`src/core/temp_sensor_pkg.sv`:
```
// constants and types shared by the temperature sensor serial slave port
package temp_sensor_pkg;

   ////////////////////////////////////////////////////////////////////////////
   // bus address
   localparam logic [4:0] ADDR_FIXED_BITS  = 5'h12;
   localparam logic [6:0] GENERAL_CALL     = 7'h00;
   localparam logic [7:0] GC_RESET_CMD     = 8'h06;
   localparam logic [7:0] SOFT_RESET_PTR   = 8'h2F;

   ////////////////////////////////////////////////////////////////////////////
   // upper bytes of the 16-bit register pairs
   localparam logic [7:0] TEMP_UPPER       = 8'h00;
   localparam logic [7:0] HIGH_UPPER       = 8'h04;
   localparam logic [7:0] LOWER_UPPER      = 8'h06;
   localparam logic [7:0] CRIT_UPPER       = 8'h08;
   localparam logic [7:0] POINTER_RESET    = 8'h00;

   ////////////////////////////////////////////////////////////////////////////
   // byte framing
   localparam logic [3:0] BITS_PER_BYTE    = 4'h8;
   localparam logic [1:0] IDX_POINTER      = 2'h0;
   localparam logic [1:0] IDX_FIRST_DATA   = 2'h1;
   localparam logic [1:0] IDX_SECOND_DATA  = 2'h2;
   localparam logic [1:0] IDX_DISCARD      = 2'h3;

   ////////////////////////////////////////////////////////////////////////////
   // timing
   localparam int CLOCK_PERIOD_NS  = 20;
   localparam int RELOAD_TIME_NS   = 200000;
   // longest time: rounds down
   localparam int RELOAD_CYCLES    = RELOAD_TIME_NS / CLOCK_PERIOD_NS;
   localparam int RELOAD_CNT_W     = 16;

   ////////////////////////////////////////////////////////////////////////////
   // protocol states
   typedef enum logic [7:0] {
      ST_IDLE     = 8'h01,
      ST_ADDR     = 8'h02,
      ST_ADDR_ACK = 8'h04,
      ST_WR_BYTE  = 8'h08,
      ST_WR_ACK   = 8'h10,
      ST_RD_BYTE  = 8'h20,
      ST_RD_ACK   = 8'h40,
      ST_IGNORE   = 8'h80
   } link_state_e;

endpackage : temp_sensor_pkg

```
`src/core/reload_if.sv`:
```
// handshake between the protocol engine and the default reload timer
`timescale 1ns/1ps
`default_nettype none
interface reload_if;
   logic start;
   logic busy;
   modport engine (output start, input busy);
   modport timer  (input start, output busy);
endinterface : reload_if
`default_nettype wire

```
`src/core/temp_sensor_i2c_slave_port.sv`:
```
// two-wire serial slave port of the temperature sensor
`timescale 1ns/1ps
`default_nettype none
module temp_sensor_i2c_slave_port #(
   parameter int RELOAD_CYCLES = temp_sensor_pkg::RELOAD_CYCLES
) (
   input  wire logic       clock,
   input  wire logic       rstn,
   input  wire logic       scl_in,
   input  wire logic       sda_in,
   output var  logic       sda_out,
   output var  logic       sda_oe_n,
   input  wire logic       address_strap_bit0,
   input  wire logic       address_strap_bit1,
   output var  logic [7:0] reg_addr,
   output var  logic [7:0] reg_wdata,
   output var  logic       reg_wr,
   output var  logic       reg_rd,
   input  wire logic [7:0] reg_rdata,
   output var  logic       defaults_reload,
   output var  logic       alarm_clear,
   output var  logic       reload_busy
);

   ////////////////////////////////////////////////////////////////////////////
   // pin synchronisers and edge detection
   logic [3:0] pins_sync;
   logic       scl_s;
   logic       sda_s;
   logic [1:0] strap_s;

   logic       scl_prev_reg;
   logic       sda_prev_reg;

   logic       scl_rise;
   logic       scl_fall;
   logic       start_seen;
   logic       stop_seen;

   bit_sync #(.WIDTH(4)) i_bit_sync (
      .clock    (clock),
      .rstn     (rstn),
      .data_in  ({scl_in, sda_in, address_strap_bit1, address_strap_bit0}),
      .data_out (pins_sync)
   );

   assign scl_s   = pins_sync[3];
   assign sda_s   = pins_sync[2];
   assign strap_s = pins_sync[1:0];

   // idle-high reset: no false edge after reset
   always_ff @(posedge clock or negedge rstn) begin
      if (!rstn) begin
         scl_prev_reg <= 1'b1;
         sda_prev_reg <= 1'b1;
      end else begin
         scl_prev_reg <= scl_s;
         sda_prev_reg <= sda_s;
      end
   end

   assign scl_rise   = scl_s & ~scl_prev_reg;
   assign scl_fall   = ~scl_s & scl_prev_reg;

   // both lines pass the same synchroniser depth, so skew stays equal
   assign start_seen = scl_s & scl_prev_reg & sda_prev_reg & ~sda_s;
   assign stop_seen  = scl_s & scl_prev_reg & ~sda_prev_reg & sda_s;

   ////////////////////////////////////////////////////////////////////////////
   // default reload timer
   // no new acknowledge starts while this runs
   reload_if reload_bus ();

   reload_timer #(.RELOAD_CYCLES(RELOAD_CYCLES)) i_reload_timer (
      .clock (clock),
      .rstn  (rstn),
      .ctl   (reload_bus.timer)
   );

   ////////////////////////////////////////////////////////////////////////////
   // own address and pair decode
   logic [6:0] own_addr;
   logic       rx_is_own;
   logic       rx_is_gc;

   assign own_addr  = {temp_sensor_pkg::ADDR_FIXED_BITS, strap_s};

   // only pair uppers auto-increment
   function automatic logic is_pair_upper(input logic [7:0] a);
      is_pair_upper = (a == temp_sensor_pkg::TEMP_UPPER) ||
                      (a == temp_sensor_pkg::HIGH_UPPER) ||
                      (a == temp_sensor_pkg::LOWER_UPPER) ||
                      (a == temp_sensor_pkg::CRIT_UPPER);
   endfunction : is_pair_upper

   ////////////////////////////////////////////////////////////////////////////
   // protocol engine
   temp_sensor_pkg::link_state_e state_reg;
   logic [3:0] bit_cnt_reg;
   logic [7:0] shift_reg;
   logic [7:0] tx_reg;

   // frame context: direction and general call from the address byte; byte index stepped by data bytes
   logic       read_dir_reg;
   logic       gc_reg;
   logic [1:0] byte_idx_reg;

   // kept across frames; the pair step uses a copy
   logic [7:0] pointer_reg;
   logic [7:0] cur_addr_reg;
   logic       pair_reg;
   logic       more_reg;
   logic       reload_start_reg;

   assign rx_is_own = (shift_reg[7:1] == own_addr);
   assign rx_is_gc  = (shift_reg[7:1] == temp_sensor_pkg::GENERAL_CALL) &
                      ~shift_reg[0];

   assign reload_bus.start = reload_start_reg;

   always_ff @(posedge clock or negedge rstn) begin
      if (!rstn) begin
         state_reg        <= temp_sensor_pkg::ST_IDLE;
         bit_cnt_reg      <= 4'h0;
         shift_reg        <= 8'h00;
         tx_reg           <= 8'hFF;
         read_dir_reg     <= 1'b0;
         gc_reg           <= 1'b0;
         byte_idx_reg     <= temp_sensor_pkg::IDX_POINTER;
         pointer_reg      <= temp_sensor_pkg::POINTER_RESET;
         cur_addr_reg     <= temp_sensor_pkg::POINTER_RESET;
         pair_reg         <= 1'b0;
         more_reg         <= 1'b0;
         reload_start_reg <= 1'b0;
         sda_oe_n         <= 1'b1;
         reg_addr         <= temp_sensor_pkg::POINTER_RESET;
         reg_wdata        <= 8'h00;
         reg_wr           <= 1'b0;
         reg_rd           <= 1'b0;
      end else begin
         reg_wr           <= 1'b0;
         reg_rd           <= 1'b0;
         reload_start_reg <= 1'b0;
         // stop and start override any state
         if (stop_seen) begin
            state_reg <= temp_sensor_pkg::ST_IDLE;
            sda_oe_n  <= 1'b1;
         end else if (start_seen) begin
            // repeated start restarts the frame; pointer is untouched
            state_reg    <= temp_sensor_pkg::ST_ADDR;
            bit_cnt_reg  <= 4'h0;
            gc_reg       <= 1'b0;
            byte_idx_reg <= temp_sensor_pkg::IDX_POINTER;
            sda_oe_n     <= 1'b1;
         end else begin
            unique case (state_reg)
               temp_sensor_pkg::ST_IDLE,
               temp_sensor_pkg::ST_IGNORE: begin
                  sda_oe_n <= 1'b1;
               end
               temp_sensor_pkg::ST_ADDR: begin
                  if (scl_rise) begin
                     shift_reg   <= {shift_reg[6:0], sda_s};
                     bit_cnt_reg <= bit_cnt_reg + 4'h1;
                  end else if (scl_fall && bit_cnt_reg == temp_sensor_pkg::BITS_PER_BYTE) begin
                     bit_cnt_reg <= 4'h0;
                     // reloading: even our address is refused
                     if (reload_bus.busy) begin
                        state_reg <= temp_sensor_pkg::ST_IGNORE;
                     end else if (rx_is_own) begin
                        read_dir_reg <= shift_reg[0];
                        cur_addr_reg <= pointer_reg;
                        pair_reg     <= is_pair_upper(pointer_reg);
                        sda_oe_n     <= 1'b0;
                        state_reg    <= temp_sensor_pkg::ST_ADDR_ACK;
                        if (shift_reg[0]) begin
                           reg_addr <= pointer_reg;
                           reg_rd   <= 1'b1;
                        end
                     end else if (rx_is_gc) begin
                        gc_reg       <= 1'b1;
                        read_dir_reg <= 1'b0;
                        sda_oe_n     <= 1'b0;
                        state_reg    <= temp_sensor_pkg::ST_ADDR_ACK;
                     end else begin
                        state_reg <= temp_sensor_pkg::ST_IGNORE;
                     end
                  end
               end
               temp_sensor_pkg::ST_ADDR_ACK: begin
                  if (scl_fall) begin
                     if (read_dir_reg) begin
                        // register map answers within the acknowledge slot
                        tx_reg    <= {reg_rdata[6:0], 1'b1};
                        sda_oe_n  <= reg_rdata[7];
                        state_reg <= temp_sensor_pkg::ST_RD_BYTE;
                     end else begin
                        // master drives the data byte
                        sda_oe_n  <= 1'b1;
                        state_reg <= temp_sensor_pkg::ST_WR_BYTE;
                     end
                     bit_cnt_reg <= 4'h0;
                  end
               end
               temp_sensor_pkg::ST_WR_BYTE: begin
                  if (scl_rise) begin
                     shift_reg   <= {shift_reg[6:0], sda_s};
                     bit_cnt_reg <= bit_cnt_reg + 4'h1;
                  end else if (scl_fall && bit_cnt_reg == temp_sensor_pkg::BITS_PER_BYTE) begin
                     bit_cnt_reg <= 4'h0;
                     state_reg   <= temp_sensor_pkg::ST_WR_ACK;
                     sda_oe_n    <= 1'b0;
                     if (gc_reg) begin
                        if (shift_reg == temp_sensor_pkg::GC_RESET_CMD) begin
                           reload_start_reg <= 1'b1;
                        end else begin
                           sda_oe_n  <= 1'b1;
                           state_reg <= temp_sensor_pkg::ST_IGNORE;
                        end
                     end else begin
                        unique case (byte_idx_reg)
                           temp_sensor_pkg::IDX_POINTER: begin
                              pointer_reg  <= shift_reg;
                              cur_addr_reg <= shift_reg;
                              pair_reg     <= is_pair_upper(shift_reg);
                              if (shift_reg == temp_sensor_pkg::SOFT_RESET_PTR) begin
                                 reload_start_reg <= 1'b1;
                              end
                           end
                           temp_sensor_pkg::IDX_FIRST_DATA: begin
                              reg_addr  <= cur_addr_reg;
                              reg_wdata <= shift_reg;
                              reg_wr    <= 1'b1;
                           end
                           temp_sensor_pkg::IDX_SECOND_DATA: begin
                              if (pair_reg) begin
                                 reg_addr  <= cur_addr_reg + 8'h01;
                                 reg_wdata <= shift_reg;
                                 reg_wr    <= 1'b1;
                              end
                           end
                           temp_sensor_pkg::IDX_DISCARD: begin
                              // acknowledged but dropped
                              reg_wr <= 1'b0;
                           end
                        endcase
                        if (byte_idx_reg != temp_sensor_pkg::IDX_DISCARD) begin
                           byte_idx_reg <= byte_idx_reg + 2'h1;
                        end
                     end
                  end
               end
               temp_sensor_pkg::ST_WR_ACK: begin
                  if (scl_fall) begin
                     sda_oe_n  <= 1'b1;
                     // after a reload command the rest of the frame is refused
                     state_reg <= (gc_reg || reload_start_reg || reload_bus.busy) ?
                                  temp_sensor_pkg::ST_IGNORE :
                                  temp_sensor_pkg::ST_WR_BYTE;
                  end
               end
               temp_sensor_pkg::ST_RD_BYTE: begin
                  // bits change only after scl falls
                  if (scl_rise) begin
                     bit_cnt_reg <= bit_cnt_reg + 4'h1;
                  end else if (scl_fall) begin
                     if (bit_cnt_reg == temp_sensor_pkg::BITS_PER_BYTE) begin
                        sda_oe_n  <= 1'b1;
                        state_reg <= temp_sensor_pkg::ST_RD_ACK;
                     end else begin
                        sda_oe_n <= tx_reg[7];
                        tx_reg   <= {tx_reg[6:0], 1'b1};
                     end
                  end
               end
               temp_sensor_pkg::ST_RD_ACK: begin
                  if (scl_rise) begin
                     // only the upper byte of a pair continues
                     more_reg <= ~sda_s & pair_reg;
                     if (!sda_s && pair_reg) begin
                        reg_addr <= cur_addr_reg + 8'h01;
                        reg_rd   <= 1'b1;
                     end
                  end else if (scl_fall) begin
                     bit_cnt_reg <= 4'h0;
                     if (more_reg) begin
                        pair_reg  <= 1'b0;
                        tx_reg    <= {reg_rdata[6:0], 1'b1};
                        sda_oe_n  <= reg_rdata[7];
                        state_reg <= temp_sensor_pkg::ST_RD_BYTE;
                     end else begin
                        state_reg <= temp_sensor_pkg::ST_IGNORE;
                     end
                  end
               end
            endcase
         end
      end
   end

   ////////////////////////////////////////////////////////////////////////////
   // side outputs
   // registered so each port comes from a flop
   // open drain: sda_oe_n alone decides
   always_ff @(posedge clock or negedge rstn) begin
      if (!rstn) begin
         defaults_reload <= 1'b0;
         alarm_clear     <= 1'b0;
         reload_busy     <= 1'b0;
         sda_out         <= 1'b0;
      end else begin
         defaults_reload <= reload_start_reg;
         alarm_clear     <= reg_rd;
         reload_busy     <= reload_bus.busy | reload_start_reg;
         sda_out         <= 1'b0;
      end
   end

endmodule : temp_sensor_i2c_slave_port
`default_nettype wire

```
`src/core/bit_sync.sv`:
```
// two flip-flop synchroniser for pins from outside the clock domain
`timescale 1ns/1ps
`default_nettype none
module bit_sync #(
   parameter int WIDTH = 1
) (
   input  wire logic             clock,
   input  wire logic             rstn,
   input  wire logic [WIDTH-1:0] data_in,
   output var  logic [WIDTH-1:0] data_out
);
   logic [WIDTH-1:0] meta_reg;

   // first stage feeds the second only
   always_ff @(posedge clock or negedge rstn) begin
      if (!rstn) begin
         meta_reg <= '1;
         data_out <= '1;
      end else begin
         meta_reg <= data_in;
         data_out <= meta_reg;
      end
   end
endmodule : bit_sync
`default_nettype wire

```
`src/core/reload_timer.sv`:
```
// holds busy for the default reload time after a reset command
`timescale 1ns/1ps
`default_nettype none
module reload_timer #(
   parameter int RELOAD_CYCLES = temp_sensor_pkg::RELOAD_CYCLES
) (
   input  wire logic clock,
   input  wire logic rstn,
   reload_if.timer   ctl
);
   localparam int W = temp_sensor_pkg::RELOAD_CNT_W;
   localparam logic [W-1:0] LAST = W'(RELOAD_CYCLES - 1);

   logic [W-1:0] count_reg;
   logic         busy_reg;

   always_ff @(posedge clock or negedge rstn) begin
      if (!rstn) begin
         count_reg <= '0;
         busy_reg  <= 1'b0;
      end else if (ctl.start) begin
         // a new command restarts the full window
         count_reg <= '0;
         busy_reg  <= 1'b1;
      end else if (busy_reg) begin
         if (count_reg == LAST) begin
            busy_reg <= 1'b0;
         end
         count_reg <= count_reg + 1'b1;
      end
   end

   assign ctl.busy = busy_reg;
endmodule : reload_timer
`default_nettype wire

```
`config.mk`:
```
export PLATFORM = sky130hd
export DESIGN_NAME = temp_sensor_i2c_slave_port
export DESIGN_NICKNAME = d
export VERILOG_FILES = /design/src/core/temp_sensor_pkg.sv /design/src/core/reload_if.sv /design/src/core/temp_sensor_i2c_slave_port.sv /design/src/core/bit_sync.sv /design/src/core/reload_timer.sv
export SDC_FILE = /design/constraint.sdc
export NUM_CORES = 1
export LEC_CHECK = 0
export BUFFER_PORTS_ARGS = -buffer_cell sky130_fd_sc_hd__buf_4
export CORE_MARGIN = 10
export CORE_UTILIZATION = 29
export CTS_CLUSTER_DIAMETER = 120
export DETAILED_ROUTE_END_ITERATION = 6
export GPL_TIMING_DRIVEN = 0
export SYNTH_ARGS = -nofsm -noshare
export SYNTH_HDL_FRONTEND = slang
export SYNTH_HIERARCHICAL = 1
export SYNTH_SLANG_ARGS = --single-unit
```
`constraint.sdc`:
```
create_clock -name clock -period 3.89 [get_ports clock]
set_clock_uncertainty 0.1 [all_clocks]
set_input_delay 0.5835 -clock clock [delete_from_list [all_inputs] [get_ports clock]]
set_output_delay 0.5835 -clock clock [all_outputs]
set_load 0.02 [all_outputs]
```
==> results of run 1 <==
## cell usage after synthesis, types with 3 or more instances
library cell	number	area (um^2)
a21oi_1	20	100
nor3_1	11	55.1
inv_1	10	37.5
buf_6	4	45.0
or3_1	6	37.5
dfstp_2	19	499
nor4_4	3	63.8
a22oi_1	3	22.5
o22ai_1	3	18.8
a21o_1	5	37.5
nor2_1	49	184
nand4_1	11	68.8
mux2_2	32	360
mux2i_1	19	190
or2_2	3	18.8
a31oi_1	3	18.8
clkbuf_1	10	37.5
nor4_1	7	43.8
xor2_1	10	87.6
dfrtp_1	80	2000
o21ai_0	39	195
nand2b_1	5	31.3
or4_1	4	30.0
o2111ai_1	3	26.3
nor2b_1	5	31.3
and3_1	7	43.8
ha_1	8	100
a22o_1	3	26.3
xnor2_1	7	61.3
buf_2	9	45.0
nor3b_1	4	30.0
nand4b_1	3	26.3
nand3_1	17	85.1
nand2_1	42	158
## worst max-delay path, stage by stage, from the launching register on
cell	delay, ps
dfrtp_1	350
buf_2	180
nor2_1	460
and3b_1	400
o221ai_4	170
nor4_4	630
mux2_2	410
## report_power, final
group | switching (uW) | total (uW) | internal, uW
registers | 15.5 | 1070 | 1050
clock network | 408 | 992 | 584
logic | 99.0 | 156 | 57.4
## worst min path at each step
stage	from	slack, ps	depth (start not counted)	to
3_3_place_gp	i_bit_sync/meta_reg[3]$_DFF_PN1_	250	0	i_bit_sync/data_out[3]$_DFF_PN1_
2_1_floorplan	rstn	190	0	alarm_clear$_DFF_PN0_
3_5_place_dp	i_bit_sync/meta_reg[3]$_DFF_PN1_	250	0	i_bit_sync/data_out[3]$_DFF_PN1_
6_report	rstn	190	1	i_reload_timer/count_reg[8]$_DFFE_PN0P_
5_1_grt	address_strap_bit0	230	1	i_bit_sync/meta_reg[0]$_DFF_PN1_
4_1_cts	address_strap_bit0	230	1	i_bit_sync/meta_reg[0]$_DFF_PN1_
## final cells by class
type                    count  share of cell area
multi-input cells         375               0.416
flip-flops and latches     99               0.408
well taps                 229              0.0467
repair buffers             36              0.0461
clock buffers              11              0.0396
plain buffers              25              0.0243
clock inverters             5              0.0137
inverters                  10             0.00612
## layer usage
metal / track usage / up-vias
met5: 0 / -
met4: 0.0288 / 0
met3: 0.0241 / 19
met2: 0.167 / 105
met1: 0.137 / 1996
li1: - / 1954
## stage by stage
step	worst slack (ps)	area [um^2]
after floorplan	1500	5240
after CTS	1050	6110
after detailed placement	1060	5790
after global routing	854	6130
final	1060	6130
after global placement	1060	5790
## cell families after synthesis
group,after synthesis,synth area share
simple gates,195,0.206
compound gates,103,0.128
flops,99,0.477
mux,51,0.105
buf+inv,35,0.0356
xor+xnor,17,0.0284
fa+ha+maj,8,0.0191
other cells,1,0.000716
==> results.md, run 1 <==
- Hold Path Class: in2async
- Die width: 154 um
- Sequential cell area: 2500 um^2
- Post-synthesis sequential area ratio: 0.477
- WL met2: 6060 um
- Most common cell after layout, fill and taps aside: dfrtp_1
- I/O Buffers: 35
- Rows: 49
- Fin. max-slew vios: 0
- Fill cell instance count of the final layout: 1767
- CTS max path bufs: 2
- Drt total wl: 12700 um
- Largest register FFs: 16
- Crit path kind: reg2reg
- Overflow after GRT: 0
- H-tree Lvls: 3
- Initial core utilization: 0.294
- Pwr/cell area: 362 nW/um^2
- Synthesized instance count: 509
- Reg2reg start: state_reg[6]$_DFFE_PN0P_
- Worst slew margin: 0.512
- Total power draw: 2220 uW
- Reg2reg setup slack: 1060 ps
- Worst path required time: 4030 ps
- Synthesized cell area: 5240 um^2
- EDFF count, synth: 0
- Share of cells above drive strength 1: 0.244
- Dpl hpwl: 9110 um
- Syn Nets: 531
- Antenna violations before repair: 0
- Vias per inst: 5.16
- Smallest hold slack: 191 ps
- CP startpoint kind: flop
- Vias: 4074
- Final period utilization: 0.728
- Leakage: 0.00271 uW
- DRC: 0
- Inst Count DP: 773
- Avg Cell Area, Syn: 10.3 um^2
- M1 WL: 5910 um
- Fin util: 0.344
- Peak supply drop: 0.000197 V
- CORE AREA: 17800 um^2
- Synth warn: 6
- Clock sinks: 99
- Main synth FF type: dfrtp_1
- Setup violators final: 0
- Commonest non-fill, non-tap cells in the layout: dfrtp_1 (80), nor2_1 (49), nand2_1 (42)
- Largest net degree at the start of global routing: 100
- Vias in the first global route: 4046
- Worst Setup EP: reg_addr[5]$_DFFE_PN0P_
- Worst Reg-to-Reg Cells: 6
- Inserted Diodes: 0
- Synth cell types: 67
- Status: finished, final reports clean
- CTS Buf Count: 9
- Clock latency on the worst-skew pair: 350 ps
- Crit path launch: state_reg[6]$_DFFE_PN0P_
- Crit path max fanout: 9
- CTS root buf: clkbuf_16
- Element type at the critical path end: flop
- Fin. Hold Viols: 0
- Die height: 154 um
- Multi-input logic area: 2550 um^2
- Routed len/inst: 16.1 um
- P&R area growth vs syn: 17.1%
- Setup Fix Bufs, Post-CTS: 0
- Num ports: 37
- Met3 wire length: 561 um
- CTS tree: done
- RSZ-0062 raised after global routing: no
- CP arrival: 2970 ps
- Slew @ Worst Pin: 732 ps
- Reg-to-reg endpoint: reg_addr[5]$_DFFE_PN0P_
- Die area: 23800 um^2
- GRT Overall Usage: 0.104
- Register bit total from synthesis: 99
- Global-route wire length before repair: 20800 um
- 1st-pass router iterations: 4
- Hold buffers post-CTS: 0
- Finished Layout Cells: 790
- MaxCap Viol Count: 0
- 1st-iter DRT viols: 360
- Clock-pin slew on the worst setup and hold paths: 70 ps
- GPL Wtd Cong: 0.878
- Peak Freq: 353 MHz
- Post-cts sizing count: 0
- Async set or reset register ratio after synthesis: 1.00
- Final net count: 578
- Antenna Nets Post-Route: 0
- DR top layer: met4
- Final min period: 2830 ps
- Setup TNS: 0 ps
(Power assumes the default switching activity.)
==> run 2: changes to the inputs <==
==> constraint.sdc (replaced) <==
create_clock -name clock -period 2.6 [get_ports clock]
set_clock_uncertainty 0.1 [all_clocks]
set_input_delay 0.39 -clock clock [delete_from_list [all_inputs] [get_ports clock]]
set_output_delay 0.39 -clock clock [all_outputs]
set_load 0.02 [all_outputs]
==> results.md, run 2 (synthesis results as in run 1) <==
- Internal Power: 2540 uW (+50%)
- Peak supply drop: 0.000297 V (+51%)
- Largest net degree at the start of global routing: 100 (unchanged)
- P&R area growth vs syn: 19.1%
- Vias in the first global route: 4060 (+0.35%)
- Die width: 154 um (unchanged)
- Largest register FFs: 16 (unchanged)
- Slew @ Worst Pin: 731 ps (-1.06 ps)
- Final min period: 2470 ps (-362 ps)
- Element type at the critical path end: flop
- 1st-iter DRT viols: 375 (+4.2%)
- Failing checks: hold timing
- Rows: 49 (unchanged)
- Worst Reg-to-Reg Cells: 7 (+1)
- Share of cells above drive strength 1: 0.270 (+0.0258)
- I/O Buffers: 35 (unchanged)
- Smallest hold slack: -1.84 ps (-193 ps)
- Final WS setup: 130 ps (-928 ps)
- DRC: 0 (unchanged)
- Crit path launch: state_reg[6]$_DFFE_PN0P_
- Worst slew margin: 0.513 (+0.000709)
- Setup violators final: 0 (unchanged)
- Post-Place Worst Slack: -229 ps (-1290 ps)
- H-tree Lvls: 3 (unchanged)
- GPL Wtd Cong: 0.878 (unchanged)
- CP startpoint kind: flop
- Clock sinks: 99 (unchanged)
- Inserted Diodes: 0 (unchanged)
- Total power draw: 3320 uW (+50%)
- Most common cell after layout, fill and taps aside: dfrtp_1
- Worst path required time: 2730 ps (-1300 ps)
- Global-route wire length before repair: 20700 um (about the same)
- MaxCap Viol Count: 0 (unchanged)
- CTS root buf: clkbuf_16
- Clock Power Share: 0.445 (-0.002)
- Final instance area: 6240 um^2 (+1.7%)
- CP arrival: 2600 ps (-370 ps)
- Vias per inst: 5.14 (-0.40%)
- CORE AREA: 17800 um^2 (unchanged)
- Hold Path Class: in2async
- Crit path max fanout: 10 (+1)
- Sw frac: 0.234 (-0.00180)
- Fin. Hold Viols: 2 (+2)
- CTS max path bufs: 2 (unchanged)
- Peak Freq: 405 MHz (+15%)
- Drt total wl: 12700 um (-0.20%)
- CTS tree: done
- Initial core utilization: 0.294 (unchanged)
- Crit path kind: reg2reg
- Die area: 23800 um^2 (unchanged)
- Reg2reg start: state_reg[6]$_DFFE_PN0P_
- Leakage: 0.00275 uW (+1.3%)
- Antenna Nets Post-Route: 0 (unchanged)
- Clock latency on the worst-skew pair: 350 ps (about the same)
- Clock-pin slew on the worst setup and hold paths: 70 ps (about the same)
- Setup TNS: 0 ps (unchanged)
- CTS Buf Count: 9 (unchanged)
- GRT Overall Usage: 0.104 (about the same)
- Dpl cell area: 5790 um^2 (unchanged)
- Commonest non-fill, non-tap cells in the layout: dfrtp_1 (79), nor2_1 (46), nand2_1 (42)
- Logic pwr share: 0.070 (about the same)
- Antenna violations before repair: 0 (unchanged)
- 1st-pass router iterations: 5 (+1)
- Status: finished, violations left
- Final net count: 580 (+0.35%)
- Reg2reg setup slack: 130 ps (-930 ps)
- Reg-to-reg endpoint: byte_idx_reg[1]$_DFFE_PN0P_
- Routed len/inst: 16.0 um (-0.46%)
- Num ports: 37 (unchanged)
- Psw: 775 uW (+49%)
- Final period utilization: 0.950 (+0.222)
- Die height: 154 um (unchanged)
- Worst Setup EP: byte_idx_reg[1]$_DFFE_PN0P_
- Pwr/cell area: 532 nW/um^2 (+47%)
- Overflow after GRT: 0 (unchanged)
- Sequential Power Share: 0.485 (+0.003)
- Dpl hpwl: 9110 um (unchanged)
- Fin. max-slew vios: 0 (unchanged)
- Vias: 4068 (-0.15%)
[run 2: cell count changes in the layout (fill, tap and decap cells not counted), moves of 3 or more]
| cell | previous run | this run |
|---|---|---|
| nor2_1 | 49 | 46 |
| clkbuf_1 | 11 | 7 |
| buf_4 | 36 | 40 |
| nor2_2 | 0 | 3 |
[run 2: cell type report]
| cell class | count | area [um^2] |
|---|---|---|
| tap | 229 | 287 |
| inverter | 10 | 37.5 |
| buffer | 22 | 141 |
| clock inverter | 5 | 83.8 |
| multi-input combinational | 375 | 2610 |
| sequential | 99 | 2500 |
| clock buffer | 11 | 243 |
| timing repair buffer | 41 | 333 |
| fill | 1756 | 11600 |
[run 2: stage by stage]
step                      utilization  cells
after global placement          0.324    773
after global routing            0.350    792
after detailed placement        0.324    773
after floorplan                     -    509
after CTS                       0.345    790
final                           0.350    792
[run 2: worst max-delay path, stage by stage (launching register included)]
cell,delay (ps)
dfrtp_1,350
buf_2,190
nor4_2,370
nand3_2,270
buf_2,270
nor4_1,460
mux2i_1,260
nor2_1,60
[run 2: per-layer routing]
layer  routed length, um  share of wire  track usage  up-vias
met5                   0              0            0        -
met4                 125         0.0099       0.0297        0
met3                 527          0.042       0.0241       11
met2                6150           0.48        0.167       96
met1                5880           0.46        0.137     2004
li1                    -              -            -     1957
[run 2: power by group through the flow]
stage	registers [uW]	clock network, uW	logic [uW]
detailed placement	1630	0	232
global placement	1630	0	230
finish	1610	1480	233
global route	1620	1580	258
CTS	1600	1520	237
floorplan	1620	0	141
[run 2: worst min-delay path by stage]
stage                                           startpoint                                      end  slack, ps  cells past startpoint
after CTS                               address_strap_bit0         i_bit_sync/meta_reg[0]$_DFF_PN1_         30                      1
final                                                 rstn  i_reload_timer/count_reg[8]$_DFFE_PN0P_         -2                      1
after global routing                    address_strap_bit0         i_bit_sync/meta_reg[0]$_DFF_PN1_         40                      1
after global placement    i_bit_sync/meta_reg[3]$_DFF_PN1_         i_bit_sync/data_out[3]$_DFF_PN1_        250                      0
after floorplan                                       rstn                    alarm_clear$_DFF_PN0_         -6                      0
after detailed placement  i_bit_sync/meta_reg[3]$_DFF_PN1_         i_bit_sync/data_out[3]$_DFF_PN1_        250                      0
[run 2: repair_timing]
action                                  in CTS  in global routing
gates resized for setup                      3                 15
setup buffers                                1                  4
pin swaps                                    1                  5
endpoints found under the hold margin        0                  0
endpoints found under the setup margin      26                 39
hold buffers                                 0                  0
==> run 3: changes to the inputs <==
--- a/config.mk
+++ b/config.mk
@@ -6,7 +6,6 @@
 export NUM_CORES = 1
 export LEC_CHECK = 0
 export BUFFER_PORTS_ARGS = -buffer_cell sky130_fd_sc_hd__buf_4
-export CORE_MARGIN = 10
 export CORE_UTILIZATION = 29
 export CTS_CLUSTER_DIAMETER = 120
 export DETAILED_ROUTE_END_ITERATION = 6
==> results.md, run 3 (synthesis results as in run 1) <==
- Die area: 18600 um^2 (-22%)
- Hold buffers post-CTS: 0 (unchanged)
- CTS tree: done
- CORE AREA: 17500 um^2 (-2.0%)
- Sequential cell area: 2500 um^2 (about the same)
- Antenna violations before repair: 0 (unchanged)
- Hold Path Class: in2reg
- Setup violators final: 0 (unchanged)
- Reg2reg start: state_reg[1]$_DFFE_PN0P_
- Commonest non-fill, non-tap cells in the layout: dfrtp_1 (80), nor2_1 (46), nand2_1 (42)
- Routed len/inst: 15.9 um (-1.0%)
- Worst path required time: 2740 ps (about the same)
- Hold endpoint: i_bit_sync/meta_reg[0]$_DFF_PN1_
- Crit path kind: reg2reg
- Element type at the critical path end: flop
- Smallest hold slack: 44.1 ps (+46.0 ps)
- Num ports: 37 (unchanged)
- Largest net degree at the start of global routing: 100 (unchanged)
- CTS Buf Count: 9 (unchanged)
- HP Start: address_strap_bit0
- Die height: 136 um (-12%)
- Pwr/cell area: 508 nW/um^2 (-4.5%)
- Most common cell after layout, fill and taps aside: dfrtp_1
- CP startpoint kind: flop
- Die width: 136 um (-12%)
- RSZ-0062 raised after global routing: no
- Sequence of cells on the critical path: buf_2, nor4_4, and3_4, buf_8, o221ai_4, nor4_4, buf_12, mux2_2
- Status: finished, final reports clean
- Inserted Diodes: 0 (unchanged)
- MaxCap Viol Count: 0 (unchanged)
- Slew @ Worst Pin: 888 ps (+157 ps)
- Finished Layout Cells: 788 (-0.51%)
- Vias in the first global route: 4020 (-0.99%)
- WHS Path Cells: 1
- Clock latency on the worst-skew pair: 350 ps (about the same)
- 1st-pass router iterations: 5 (unchanged)
- Drt total wl: 12500 um (-1.5%)
- H-tree Lvls: 3 (unchanged)
- Clock sinks: 99 (unchanged)
- Final net count: 580 (unchanged)
- GPL Wtd Cong: 0.874 (-0.39%)
- Vias: 4022 (-1.1%)
- GRT Overall Usage: 0.144 (+0.0398)
- Antenna Nets Post-Route: 0 (unchanged)
- Reg2reg setup slack: 90 ps (-40 ps)
- CTS root buf: clkbuf_16
- Overflow after GRT: 0 (unchanged)
- Final min period: 2510 ps (+41.9 ps)
- Largest stage delay, worst path: 360 ps (-100 ps)
- Peak Freq: 398 MHz (-1.7%)
- Setup TNS: 0 ps (unchanged)
- Fill cell instance count of the final layout: 1714 (-2.4%)
- Share of cells above drive strength 1: 0.277 (+0.00710)
- Crit path max fanout: 10 (unchanged)
- Fin. max-slew vios: 0 (unchanged)
- Vias per inst: 5.10 (-0.63%)
- Leakage: 0.00275 uW (about the same)
- Global-route wire length before repair: 20800 um (+0.27%)
- CP arrival: 2650 ps (+50 ps)
- Final period utilization: 0.966 (+0.0161)
- Clock-pin slew on the worst setup and hold paths: 70 ps (about the same)
- Reg-to-reg endpoint: reg_addr[7]$_DFFE_PN0P_
- Most common cell on crit path: nor4_4
- Total power draw: 3150 uW (-5.0%)
- Initial core utilization: 0.300 (+0.00612)
- Worst slew margin: 0.408 (-0.105)
- Fin util: 0.355 (+0.00564)
- Peak supply drop: 0.000425 V (+43%)
- Worst Reg-to-Reg Cells: 8 (+1)
- Largest register FFs: 16 (unchanged)
- Dpl hpwl: 8760 um (-3.8%)
- DRC: 0 (unchanged)
- I/O Buffers: 35 (unchanged)
- Critical-path top delay cell: nor4_4
- Multi-input logic area: 2630 um^2 (+0.77%)
- P&R area growth vs syn: 18.5%
- 1st-iter DRT viols: 251 (-33%)
- CTS max path bufs: 2 (unchanged)
- Fin. Hold Viols: 0 (-2)
- Inst Count DP: 769 (-0.52%)
- Rows: 48 (-2.0%)
[run 3: cell type report]
cell class,instances,share of cell area
multi-input cells,375,0.424
well taps,225,0.0453
repair buffers,42,0.0534
flip-flops and latches,99,0.403
inverters,10,0.00604
clock inverters,5,0.00564
clock buffers,11,0.0407
plain buffers,21,0.0224
[run 3: how the worst max path moves through the flow]
| stage | start | end | slack (ps) | depth (start not counted) |
|---|---|---|---|---|
| 2_1_floorplan | state_reg[3]$_DFFE_PN0P_ | reg_addr[0]$_DFFE_PN0P_ | 210 | 7 |
| 4_1_cts | state_reg[3]$_DFFE_PN0P_ | reg_addr[1]$_DFFE_PN0P_ | 7 | 8 |
| 6_report | state_reg[1]$_DFFE_PN0P_ | reg_addr[7]$_DFFE_PN0P_ | 90 | 8 |
| 3_3_place_gp | state_reg[4]$_DFFE_PN0P_ | reg_addr[1]$_DFFE_PN0P_ | -220 | 6 |
| 3_5_place_dp | state_reg[0]$_DFFE_PN1P_ | reg_addr[1]$_DFFE_PN0P_ | -270 | 7 |
| 5_1_grt | state_reg[1]$_DFFE_PN0P_ | reg_addr[4]$_DFFE_PN0P_ | 3 | 8 |
[run 3: critical path, delay by kind of cell, from the launching register on]
kind,cells,cell delay [ps]
AO/OA/AOI/OAI,1,120
buffers and inverters,3,510
flip-flops,1,350
multiplexers,1,320
AND/OR/NAND/NOR,3,970
[run 3: routing by layer]
layer / routed length, um / vias up / global-route usage
li1: - / 1950 / -
met3: 543 / 13 / 0.0324
met5: 0 / - / 0
met4: 193 / 0 / 0.0562
met1: 5920 / 1975 / 0.191
met2: 5840 / 84 / 0.227
[run 3: power by group]
group          internal, uW  leakage [uW]  switching [uW]  total, uW
registers              1580       0.00131            33.2       1610
clock network           703      0.000142             605       1310
logic                  91.8       0.00129             143        235
[run 3: timing repair]
item / 4_1_cts / 5_1_grt
endpoints found under the setup margin: 22 / 42
pin swaps: 2 / 5
setup buffers: 2 / 5
resized for setup: 5 / 19
[run 3: metrics by stage]
stage          cell area [um^2]  setup slack [ps]
2_1_floorplan              5240               212
3_3_place_gp               5780              -221
3_5_place_dp               5780              -274
4_1_cts                    6120              6.63
5_1_grt                    6210              3.04
6_report                   6210              88.2
